[config.mk]
export PLATFORM = sky130hd
export DESIGN_NAME = asf_dev_flat
export DESIGN_NICKNAME = d
export VERILOG_FILES = /design/src/design/asf_pkg.sv /design/src/design/asf_link_if.sv /design/src/design/asf_dev.sv /design/src/flat_wrapper.sv
export VERILOG_INCLUDE_DIRS = /design/src /design/src/design
export SDC_FILE = /design/constraint.sdc
export NUM_CORES = 1
export LEC_CHECK = 0
export BUFFER_PORTS_ARGS = -buffer_cell sky130_fd_sc_hd__buf_4
export CORE_UTILIZATION = 40
export DETAILED_ROUTE_END_ITERATION = 8
export PLACE_DENSITY_LB_ADDON = 0.2
export SLEW_MARGIN = 20
export SYNTH_ARGS = -nofsm -noshare
export SYNTH_HDL_FRONTEND = slang
export SYNTH_SLANG_ARGS = --single-unit
[constraint.sdc]
create_clock -name i_clk -period 5.8 [get_ports i_clk]
set_clock_uncertainty 0.15 [all_clocks]
set_input_delay 0.29 -clock i_clk [delete_from_list [all_inputs] [get_ports i_clk]]
set_output_delay 0.29 -clock i_clk [all_outputs]
set_load 0.005 [all_outputs]
[src/design/asf_defs.svh]
// Constants for the asynchronous serial framing link: offsets, fields, codes.
// Assumes inclusion by asf_pkg and by each end of the link.
`ifndef ASF_DEFS_SVH
`define ASF_DEFS_SVH

// ----------------------------------------
// Register byte offsets (device end)
// ----------------------------------------
`define ASF_ADR_CTRL 8'h00
`define ASF_ADR_TXDATA 8'h04
`define ASF_ADR_RXDATA 8'h08
`define ASF_ADR_STATUS 8'h0c

// ----------------------------------------
// Control word fields and reset value
// ----------------------------------------
`define ASF_CTRL_LEN_LO 0
`define ASF_CTRL_PAR_LO 2
`define ASF_CTRL_STOP_LO 5
`define ASF_CTRL_FLOW 7
`define ASF_CTRL_DIV_LO 16
// 8 data bits, no parity, 1 stop, flow on, divisor 129 (about 9600 baud)
`define ASF_CTRL_RST 32'h0081_0083

// ----------------------------------------
// Status bits
// ----------------------------------------
`define ASF_ST_TX_FULL 0
`define ASF_ST_TX_BUSY 1
`define ASF_ST_PAUSED 2
`define ASF_ST_RX_VALID 3
`define ASF_ST_FRAME_ERR 4
`define ASF_ST_PAR_ERR 5
`define ASF_ST_OVERRUN 6

// ----------------------------------------
// Framing encodings and timing
// ----------------------------------------
`define ASF_PAR_NONE 3'h0
`define ASF_PAR_ODD 3'h1
`define ASF_PAR_EVEN 3'h2
`define ASF_PAR_MARK 3'h3
`define ASF_PAR_SPACE 3'h4
`define ASF_STOP_1 2'h0
`define ASF_STOP_1H5 2'h1
`define ASF_STOP_2 2'h2
`define ASF_OSR_LAST 6'h0f
`define ASF_HALF_LAST 6'h07
`define ASF_STOP15_LAST 6'h17
`define ASF_STOP2_LAST 6'h1f

// ----------------------------------------
// Flow control characters
// ----------------------------------------
`define ASF_DEVICE_CONTROL_ONE_CODE 8'h11
`define ASF_DEVICE_CONTROL_THREE_CODE 8'h13

`endif

[src/design/asf_pkg.sv]
// Types and framing helpers shared by both ends of the serial link.
// Assumes asf_defs.svh on the include path.
`include "asf_defs.svh"

package asf_pkg;

  // ----------------------------------------
  // Bit-engine states
  // ----------------------------------------
  typedef enum logic [4:0] {
    ASF_IDLE = 5'h01,
    ASF_START = 5'h02,
    ASF_DATA = 5'h04,
    ASF_PAR = 5'h08,
    ASF_STOP = 5'h10
  } asf_state_t;

  // ----------------------------------------
  // Helpers
  // ----------------------------------------
  function automatic logic asf_parity(input logic [7:0] d, input logic [1:0] len,
                                      input logic [2:0] mode);
    logic x;
    x = ^(d & (8'hff >> (2'h3 - len)));
    if (mode == `ASF_PAR_ODD) return ~x;
    else if (mode == `ASF_PAR_EVEN) return x;
    else if (mode == `ASF_PAR_MARK) return 1'b1;
    else return 1'b0;
  endfunction

  function automatic logic [5:0] asf_stop_last(input logic [1:0] stop);
    if (stop == `ASF_STOP_1H5) return `ASF_STOP15_LAST;
    else if (stop == `ASF_STOP_2) return `ASF_STOP2_LAST;
    else return `ASF_OSR_LAST;
  endfunction

endpackage

[src/design/asf_link_if.sv]
// Two serial lines between the device end and the peer end.
// Both lines idle high (mark); each end drives one of them.
`timescale 1ns/1ps

interface asf_link_if;
  logic d2p;
  logic p2d;
  modport dev (output d2p, input p2d);
  modport peer (input d2p, output p2d);
endinterface

[src/design/asf_dev.sv]
// Device end: framed serial transmitter and receiver with pause/resume flow.
// Assumes a classic Wishbone master and the peer end on asf_link_if.
//
// Local design decisions: the Wishbone interface to the registers and the placing of the registers.
`timescale 1ns/1ps
`include "asf_defs.svh"

// Overview of operation
// Time bits from 16x oversample clock
// Order: start, data, parity, stop
// Start bit is always low
// Data length selectable 5 to 8
// One sent as mark, zero as space
// Data bits least significant first
// Odd parity makes mark count odd
// Even parity makes mark count even
// No parity: stop follows last data
// Mark parity bit always high
// Space parity bit always low
// Stop bits high; 1, 1.5 or 2
// Hunt next start at stop midpoint
// One-stop receiver accepts two stops
// Low stop sample flags framing error
// Pause code halts transmission until resume
// Resume code restarts where paused
// Resume ignored unless currently paused
// Doubled control code may mean data; here each clean flow code is consumed while flow is on, doubled or not
// Confirm start, sample bits at centre
module asf_dev
  import asf_pkg::*;
(
  // Clock and reset
  input wire logic i_clk,
  input wire logic i_rst,
  // Wishbone slave
  input wire logic i_wb_cyc,
  input wire logic i_wb_stb,
  input wire logic i_wb_we,
  input wire logic [7:0] i_wb_adr,
  input wire logic [3:0] i_wb_sel,
  input wire logic [31:0] i_wb_dat,
  output logic [31:0] o_wb_dat,
  output logic o_wb_ack,
  // Serial link
  asf_link_if.dev lnk
);

  typedef struct packed {
    logic [31:0] ctrl;
    logic [15:0] baud_cnt;
    logic [7:0] tx_hold;
    logic tx_full;
    asf_state_t tx_st;
    logic [5:0] tx_cnt;
    logic [2:0] tx_bit;
    logic [7:0] tx_sh;
    logic tx_par;
    logic tx_line;
    logic rx_s1;
    logic rx_s2;
    asf_state_t rx_st;
    logic [5:0] rx_cnt;
    logic [2:0] rx_bit;
    logic [7:0] rx_sh;
    logic rx_perr;
    logic rx_ferr;
    logic rx_second;
    logic [7:0] rx_data;
    logic rx_valid;
    logic frame_err;
    logic par_err;
    logic overrun;
    logic paused;
    logic ack;
    logic [31:0] rdat;
  } asf_dev_st_t;

  asf_dev_st_t s;
  asf_dev_st_t next_s;

  logic [1:0] len;
  logic [2:0] par;
  logic [1:0] stop;
  logic tick;
  logic [2:0] last_bit;
  logic req;
  logic [7:0] rx_word;

  assign len = s.ctrl[`ASF_CTRL_LEN_LO +: 2];
  assign par = s.ctrl[`ASF_CTRL_PAR_LO +: 3];
  assign stop = s.ctrl[`ASF_CTRL_STOP_LO +: 2];
  assign tick = (s.baud_cnt == 16'h0000);
  assign last_bit = {1'b0, len} + 3'h4;
  assign req = i_wb_cyc & i_wb_stb;
  // Shifted in at the top, so realign short characters
  assign rx_word = s.rx_sh >> (2'h3 - len);

  assign o_wb_ack = s.ack;
  assign o_wb_dat = s.rdat;
  assign lnk.d2p = s.tx_line;

  always_comb begin
    next_s = s;
    // ----------------------------------------
    // Oversample clock
    // ----------------------------------------
    next_s.baud_cnt = tick ? s.ctrl[`ASF_CTRL_DIV_LO +: 16] : s.baud_cnt - 16'h0001;

    // ----------------------------------------
    // Bus slave: answer one cycle after request, act on the ack edge
    // ----------------------------------------
    next_s.ack = req & ~s.ack;
    if (req & ~s.ack) begin
      unique case (i_wb_adr)
        `ASF_ADR_CTRL: next_s.rdat = s.ctrl;
        `ASF_ADR_RXDATA: next_s.rdat = {24'h00_0000, s.rx_data};
        `ASF_ADR_STATUS: begin
          next_s.rdat = 32'h0000_0000;
          next_s.rdat[`ASF_ST_TX_FULL] = s.tx_full;
          next_s.rdat[`ASF_ST_TX_BUSY] = (s.tx_st != ASF_IDLE);
          next_s.rdat[`ASF_ST_PAUSED] = s.paused;
          next_s.rdat[`ASF_ST_RX_VALID] = s.rx_valid;
          next_s.rdat[`ASF_ST_FRAME_ERR] = s.frame_err;
          next_s.rdat[`ASF_ST_PAR_ERR] = s.par_err;
          next_s.rdat[`ASF_ST_OVERRUN] = s.overrun;
        end
        default: next_s.rdat = 32'h0000_0000;
      endcase
    end
    if (req & s.ack & i_wb_we) begin
      if (i_wb_adr == `ASF_ADR_CTRL) begin
        for (int b = 0; b < 4; b++) begin
          if (i_wb_sel[b]) next_s.ctrl[8*b +: 8] = i_wb_dat[8*b +: 8];
        end
      end
      // A write while the holding byte is full is dropped
      if (i_wb_adr == `ASF_ADR_TXDATA && i_wb_sel[0] && !s.tx_full) begin
        next_s.tx_hold = i_wb_dat[7:0];
        next_s.tx_full = 1'b1;
      end
      // Error flags clear by writing one
      if (i_wb_adr == `ASF_ADR_STATUS && i_wb_sel[0]) begin
        if (i_wb_dat[`ASF_ST_FRAME_ERR]) next_s.frame_err = 1'b0;
        if (i_wb_dat[`ASF_ST_PAR_ERR]) next_s.par_err = 1'b0;
        if (i_wb_dat[`ASF_ST_OVERRUN]) next_s.overrun = 1'b0;
      end
    end
    if (req & s.ack & ~i_wb_we & (i_wb_adr == `ASF_ADR_RXDATA)) next_s.rx_valid = 1'b0;

    // ----------------------------------------
    // Transmitter
    // ----------------------------------------
    if (tick) begin
      next_s.tx_cnt = s.tx_cnt + 6'h01;
      unique case (s.tx_st)
        ASF_IDLE: begin
          next_s.tx_line = 1'b1;
          next_s.tx_cnt = 6'h00;
          // A pause only holds off the next character; the held byte waits
          if (s.tx_full && !s.paused) begin
            next_s.tx_sh = s.tx_hold;
            next_s.tx_par = asf_parity(s.tx_hold, len, par);
            next_s.tx_full = 1'b0;
            next_s.tx_st = ASF_START;
            next_s.tx_line = 1'b0;
          end
        end
        ASF_START: begin
          if (s.tx_cnt == `ASF_OSR_LAST) begin
            next_s.tx_cnt = 6'h00;
            next_s.tx_bit = 3'h0;
            next_s.tx_st = ASF_DATA;
            next_s.tx_line = s.tx_sh[0];
          end
        end
        ASF_DATA: begin
          if (s.tx_cnt == `ASF_OSR_LAST) begin
            next_s.tx_cnt = 6'h00;
            if (s.tx_bit == last_bit) begin
              next_s.tx_st = (par == `ASF_PAR_NONE) ? ASF_STOP : ASF_PAR;
              next_s.tx_line = (par == `ASF_PAR_NONE) ? 1'b1 : s.tx_par;
            end else begin
              next_s.tx_bit = s.tx_bit + 3'h1;
              next_s.tx_sh = {1'b0, s.tx_sh[7:1]};
              next_s.tx_line = s.tx_sh[1];
            end
          end
        end
        ASF_PAR: begin
          if (s.tx_cnt == `ASF_OSR_LAST) begin
            next_s.tx_cnt = 6'h00;
            next_s.tx_st = ASF_STOP;
            next_s.tx_line = 1'b1;
          end
        end
        ASF_STOP: begin
          if (s.tx_cnt == asf_stop_last(stop)) begin
            next_s.tx_cnt = 6'h00;
            next_s.tx_st = ASF_IDLE;
          end
        end
      endcase
    end

    // ----------------------------------------
    // Receiver
    // ----------------------------------------
    next_s.rx_s1 = lnk.p2d;
    next_s.rx_s2 = s.rx_s1;
    if (tick) begin
      next_s.rx_cnt = s.rx_cnt + 6'h01;
      unique case (s.rx_st)
        ASF_IDLE: begin
          next_s.rx_cnt = 6'h00;
          if (!s.rx_s2) next_s.rx_st = ASF_START;
        end
        ASF_START: begin
          if (s.rx_cnt == `ASF_HALF_LAST) begin
            next_s.rx_cnt = 6'h00;
            next_s.rx_bit = 3'h0;
            next_s.rx_perr = 1'b0;
            next_s.rx_ferr = 1'b0;
            next_s.rx_second = 1'b0;
            next_s.rx_st = s.rx_s2 ? ASF_IDLE : ASF_DATA;
          end
        end
        ASF_DATA: begin
          if (s.rx_cnt == `ASF_OSR_LAST) begin
            next_s.rx_cnt = 6'h00;
            next_s.rx_sh = {s.rx_s2, s.rx_sh[7:1]};
            next_s.rx_bit = s.rx_bit + 3'h1;
            if (s.rx_bit == last_bit) begin
              next_s.rx_st = (par == `ASF_PAR_NONE) ? ASF_STOP : ASF_PAR;
            end
          end
        end
        ASF_PAR: begin
          if (s.rx_cnt == `ASF_OSR_LAST) begin
            next_s.rx_cnt = 6'h00;
            next_s.rx_perr = (s.rx_s2 != asf_parity(rx_word, len, par));
            next_s.rx_st = ASF_STOP;
          end
        end
        ASF_STOP: begin
          if (s.rx_cnt == `ASF_OSR_LAST) begin
            next_s.rx_cnt = 6'h00;
            next_s.rx_ferr = s.rx_ferr | ~s.rx_s2;
            // Only a two-stop setting checks a second bit; extra stops are idle
            if (stop == `ASF_STOP_2 && !s.rx_second) begin
              next_s.rx_second = 1'b1;
            end else begin
              next_s.rx_st = ASF_IDLE;
              next_s.frame_err = next_s.frame_err | s.rx_ferr | ~s.rx_s2;
              next_s.par_err = next_s.par_err | s.rx_perr;
              // Corrupt characters never act as flow codes
              if (s.ctrl[`ASF_CTRL_FLOW] && !s.rx_perr && !s.rx_ferr && s.rx_s2 &&
                  rx_word == `ASF_DEVICE_CONTROL_THREE_CODE) begin
                next_s.paused = 1'b1;
              end else if (s.ctrl[`ASF_CTRL_FLOW] && !s.rx_perr && !s.rx_ferr && s.rx_s2 &&
                           rx_word == `ASF_DEVICE_CONTROL_ONE_CODE) begin
                if (s.paused) next_s.paused = 1'b0;
              end else begin
                // Flow codes are consumed; literal ones need flow off
                next_s.overrun = next_s.overrun | next_s.rx_valid;
                next_s.rx_data = rx_word;
                next_s.rx_valid = 1'b1;
              end
            end
          end
        end
      endcase
    end
  end

  // ----------------------------------------
  // State register
  // ----------------------------------------
  always_ff @(posedge i_clk) begin
    if (i_rst) begin
      s <= '0;
      s.ctrl <= `ASF_CTRL_RST;
      s.tx_st <= ASF_IDLE;
      s.rx_st <= ASF_IDLE;
      s.tx_line <= 1'b1;
      s.rx_s1 <= 1'b1;
      s.rx_s2 <= 1'b1;
    end else begin
      s <= next_s;
    end
  end

endmodule

[src/flat_wrapper.sv]
// flat-port wrapper written by rule: the top's interface ports become plain ports
module asf_dev_flat import asf_pkg::*;
  (i_clk, i_rst, i_wb_cyc, i_wb_stb, i_wb_we, i_wb_adr, i_wb_sel, i_wb_dat, o_wb_dat, o_wb_ack, lnk_d2p, lnk_p2d);
  asf_link_if lnk_i ();
  input wire logic i_clk;
  input wire logic i_rst;
  input wire logic i_wb_cyc;
  input wire logic i_wb_stb;
  input wire logic i_wb_we;
  input wire logic [7:0] i_wb_adr;
  input wire logic [3:0] i_wb_sel;
  input wire logic [31:0] i_wb_dat;
  output logic [31:0] o_wb_dat;
  output logic o_wb_ack;
  output wire logic [$bits(lnk_i.d2p)-1:0] lnk_d2p;
  input wire logic [$bits(lnk_i.p2d)-1:0] lnk_p2d;
  assign lnk_d2p = lnk_i.d2p;
  assign lnk_i.p2d = lnk_p2d;
  asf_dev u_core (.i_clk(i_clk), .i_rst(i_rst), .i_wb_cyc(i_wb_cyc), .i_wb_stb(i_wb_stb), .i_wb_we(i_wb_we), .i_wb_adr(i_wb_adr), .i_wb_sel(i_wb_sel), .i_wb_dat(i_wb_dat), .o_wb_dat(o_wb_dat), .o_wb_ack(o_wb_ack), .lnk(lnk_i));
endmodule
==> results <==
- For this run, global-route usage on met3 was measured as 4.274%.
- After detailed routing, the total wire length is 18770 microns.
- The longest clock path from root to sink contains 2 buffers.
- For this run, the detailed router's first-pass iteration total came to 5.
- The total clock buffers created by CTS is 17.
- In this run the static leakage power is 3.318 nW.
- The placeable core region is 18770 sq um.
- For this run, the top clock speed supported by timing is 291.9 MHz.
- met2 is the most crowded layer.
- Once the floorplan was initialized, standard cells occupied 40.88% of the core.
- The number of routed nets with antenna violations is 0.
- Setup violations remaining at the end of the flow were counted as 0.
- The number of diodes is 0.
- The row count is 50.
- The count of flip-flops with a built-in enable after synthesis is 0.
- For this run, asynchronously set or reset flops after synthesis account for 0%.
- Synthesis produced a netlist with a net count of approximately 990.
- Cells with a size suffix above 1 make up between 10% and 20% of the layout.
- The critical path arrival is 3.60 ns.
- The smallest clock period supported by the final layout is computed as 3.426 ns.
- In the post-synthesis netlist, the cell with the most instances is sky130_fd_sc_hd__dfxtp_1.
- The combined buffer and inverter count along the critical path is 0.
- In the synthesized netlist, the cells that appear most often are sky130_fd_sc_hd__dfxtp_1 (154), sky130_fd_sc_hd__nor2_1 (121), sky130_fd_sc_hd__nand2_1 (116).
- On the critical path, the stage with the largest delay is an instance of sky130_fd_sc_hd__dfxtp_1.
- The number of antenna violations at the first check in global routing is 0.
- Broken down by cell family, the worst path's largest delay share belongs to simple AND/OR/NAND/NOR gates.
- The clock transition at the registers of the reported paths is around 0.06 ns.
- 84 I/O pins were placed.
- After detailed routing, the average wire length per cell comes to between 15 and 20 microns.
- Setup repair after global routing left no endpoint under its margin.
- A synthesized cell averages 8.277 sq um.
- For flop-to-flop paths, the worst setup slack is 2.37 ns.
- The clock network latency to the later pin of the worst-skew pair is 0.43 ns.
- The global route total overflow is 0.
- The completed layout was analyzed and its total power is between 2 and 3 mW.
- Measured along the x axis, the die boundary spans 140.5 microns.
- The clock tree root buffer cell is sky130_fd_sc_hd__clkbuf_16.
- The worst hold margin is 0.1696 ns.
- In the routed design, unresolved DRC markers number 0.
- The number of global-route vias before repair was 6274.
- Summed over all nets, the half-perimeter wirelength after detailed placement is 12570 microns.
- The congestion estimate from routability-driven global placement came to about 0.86.
- The global-route wire length before repair is 31370 microns.
- In this run, distinct cell masters in the synthesized netlist total 69.
- The relative slew slack is 29.03%.
- The die outline area is slightly below 20000 sq um.
- The H-tree was split into 4 levels.
- For this run, the leading register cell type out of synthesis is sky130_fd_sc_hd__dfxtp_1.
- The cell count after synthesis came out at 927.
- The signal on the critical path passes through mux2_2 -> o21ai_0 -> ha_1 -> nand2_1 -> or3_1 -> nor4b_1 -> nor2b_1 -> mux2i_1 -> and2_1.
- The vertical die dimension is 140.5 microns.
- The setup path with the least slack is of type reg2reg.
- The share of the yosys chip area belonging to registers is 40.18%.
- The delay of the slowest cell on the worst path is 0.86 ns.
- The area growth from synthesis to layout is 18.56%.
- The worst setup path is launched from a register.
- The endpoint class of the critical path is a register.
- The setup TNS after final layout is 0 ns.
- For this design the ratio of total power to cell area is 304.2 nW/um^2.
- The worst-case IR drop observed on VDD is 0.2114 mV.
- The detailed router finished its first iteration with ~380 violations.
- The maximum number of pins on one net before global-route repair is 89.
- Global routing consumed, on the met2 layer, 31.58% of the routing resources.
- The worst-path maximum fanout is 18.
- The hold violation total from the final report came to 0.
- The number of warnings issued by yosys is 0.
- In the final design database the tool counted 1039 nets.
- Sorting the synthesized cells by area gives the leading types as sky130_fd_sc_hd__dfxtp_1 (40%), sky130_fd_sc_hd__mux2i_1 (6.0%), sky130_fd_sc_hd__nor2_1 (5.9%), sky130_fd_sc_hd__nand2_1 (5.7%), sky130_fd_sc_hd__a21oi_1 (5.2%).
- The library cell occupying the most area in the post-synthesis netlist is sky130_fd_sc_hd__dfxtp_1.
- The clock drives ~150 sinks.
- In this run, synthesis produced a sequential element count of 154.
- Max-cap violations in this run came to 0.
- The count of buffers inserted at the top-level ports is 83.
- The number of max-slew violations in the final report was 0.
- The required time reported for the critical path endpoint is 5.97 ns.
- Across every metal layer, demand over resource in global routing totals 19.95%.
- The met1 layer usage reported by global route is 26.95%.
- The slew at the pin closest to its max-slew limit is around 1.1 ns.
- The period utilization is 59.07%.
- After synthesis the cells add up to 7672 sq um.
- The min-delay analysis places its worst path in the category in2reg.
- The vias per cell is 5.270.
- The top cell type's share of synthesized area is between 40% and 50%.
- The detailed router placed 6461 vias in this run.
- The run finished with clean final reports.
- TritonCTS built the clock tree.
[layout make-up]
cell class,count,area [sq um]
clock buffers,19,432.9
inverters,20,75.07
repair buffers,120,983.4
flip-flops and latches,154,3083
multi-input cells,666,4040
fillers,1844,9672
clock inverters,13,188.9
well taps,234,292.8
[placed cells by master, fill, tap and decap left out, drive strengths merged, types with 19 or more instances in the layout]
cell	n
a211oi	20
a21oi	81
a22oi	19
buf	87
clkbuf	19
dfxtp	154
dlygate4sd3	33
inv	24
mux2i	46
nand2	118
nand3	37
nor2	122
o21ai	22
xnor2	22
[worst paths after layout]
kind	from	to	cells after the start
max	u_core.len[1]	u_core.s[40]	9
min	i_wb_sel[1]	u_core.s[132]	4
max reg2reg	u_core.len[1]	u_core.s[40]	9
min reg2reg	u_core.next_s[71]	u_core.s[71]	1
[tightest hold or removal path, cell delays in order]
cell and delay [ns]:
sky130_fd_sc_hd__buf_4 0.08, sky130_fd_sc_hd__nand2_1 0.17, sky130_fd_sc_hd__nand2_1 0.12, sky130_fd_sc_hd__a21oi_1 0.05
[per-layer routing]
metal | routed length (microns) | vias up | part of all wire, %
met2 | 8587 | 104 | 46
li1 | - | 3305 | -
met1 | 9188 | 3026 | 49
met5 | 0 | - | 0
met4 | 296 | 0 | 1.6
met3 | 698 | 26 | 3.7
[through the flow]
step	std cells	worst slack, ns	area, sq um	utilization (%)
2_1_floorplan	927	2.735	7672	-
6_report	1226	2.374	9096	48.47
5_1_grt	1226	2.177	9096	48.47
3_5_place_dp	1161	2.416	8144	43.39
4_1_cts	1226	2.393	9096	48.47
3_3_place_gp	1161	2.459	8144	43.39
[registers in the layout, indices dropped and copies added, names as in the netlist]
signal and cells:
u_core.o_wb_ack 1, u_core.next_s 1, u_core.o_wb_dat 32, u_core.len 2
u_core.lnk.d2p 1, u_core.par 3, u_core.s 114
[power by group]
part	switching [mW]	internal, mW
clock	0.459	0.725
combinational	0.247	0.174
sequential	0.0522	1.11
[what timing repair did]
action / CTS / global route
hold endpoints to repair: 41 / 0
gates resized for setup: 0 / 0
buffers inserted: 0 / 0
setup endpoints to repair: 0 / 0
hold buffers: 33 / 0
[logic make-up after synthesis]
| kind of cell | count (synthesis) | share of synthesized area (%) |
|---|---|---|
| AOI/OAI and AO/OA | 183 | 15.20 |
| buffers and inverters | 107 | 7.159 |
| muxes | 53 | 7.175 |
| xor gates and xnor gates | 34 | 4.061 |
| DFF | 154 | 40.18 |
| adders and majority gates | 10 | 1.631 |
| and+or+nand+nor | 386 | 24.59 |
(Power assumes the default switching activity.)
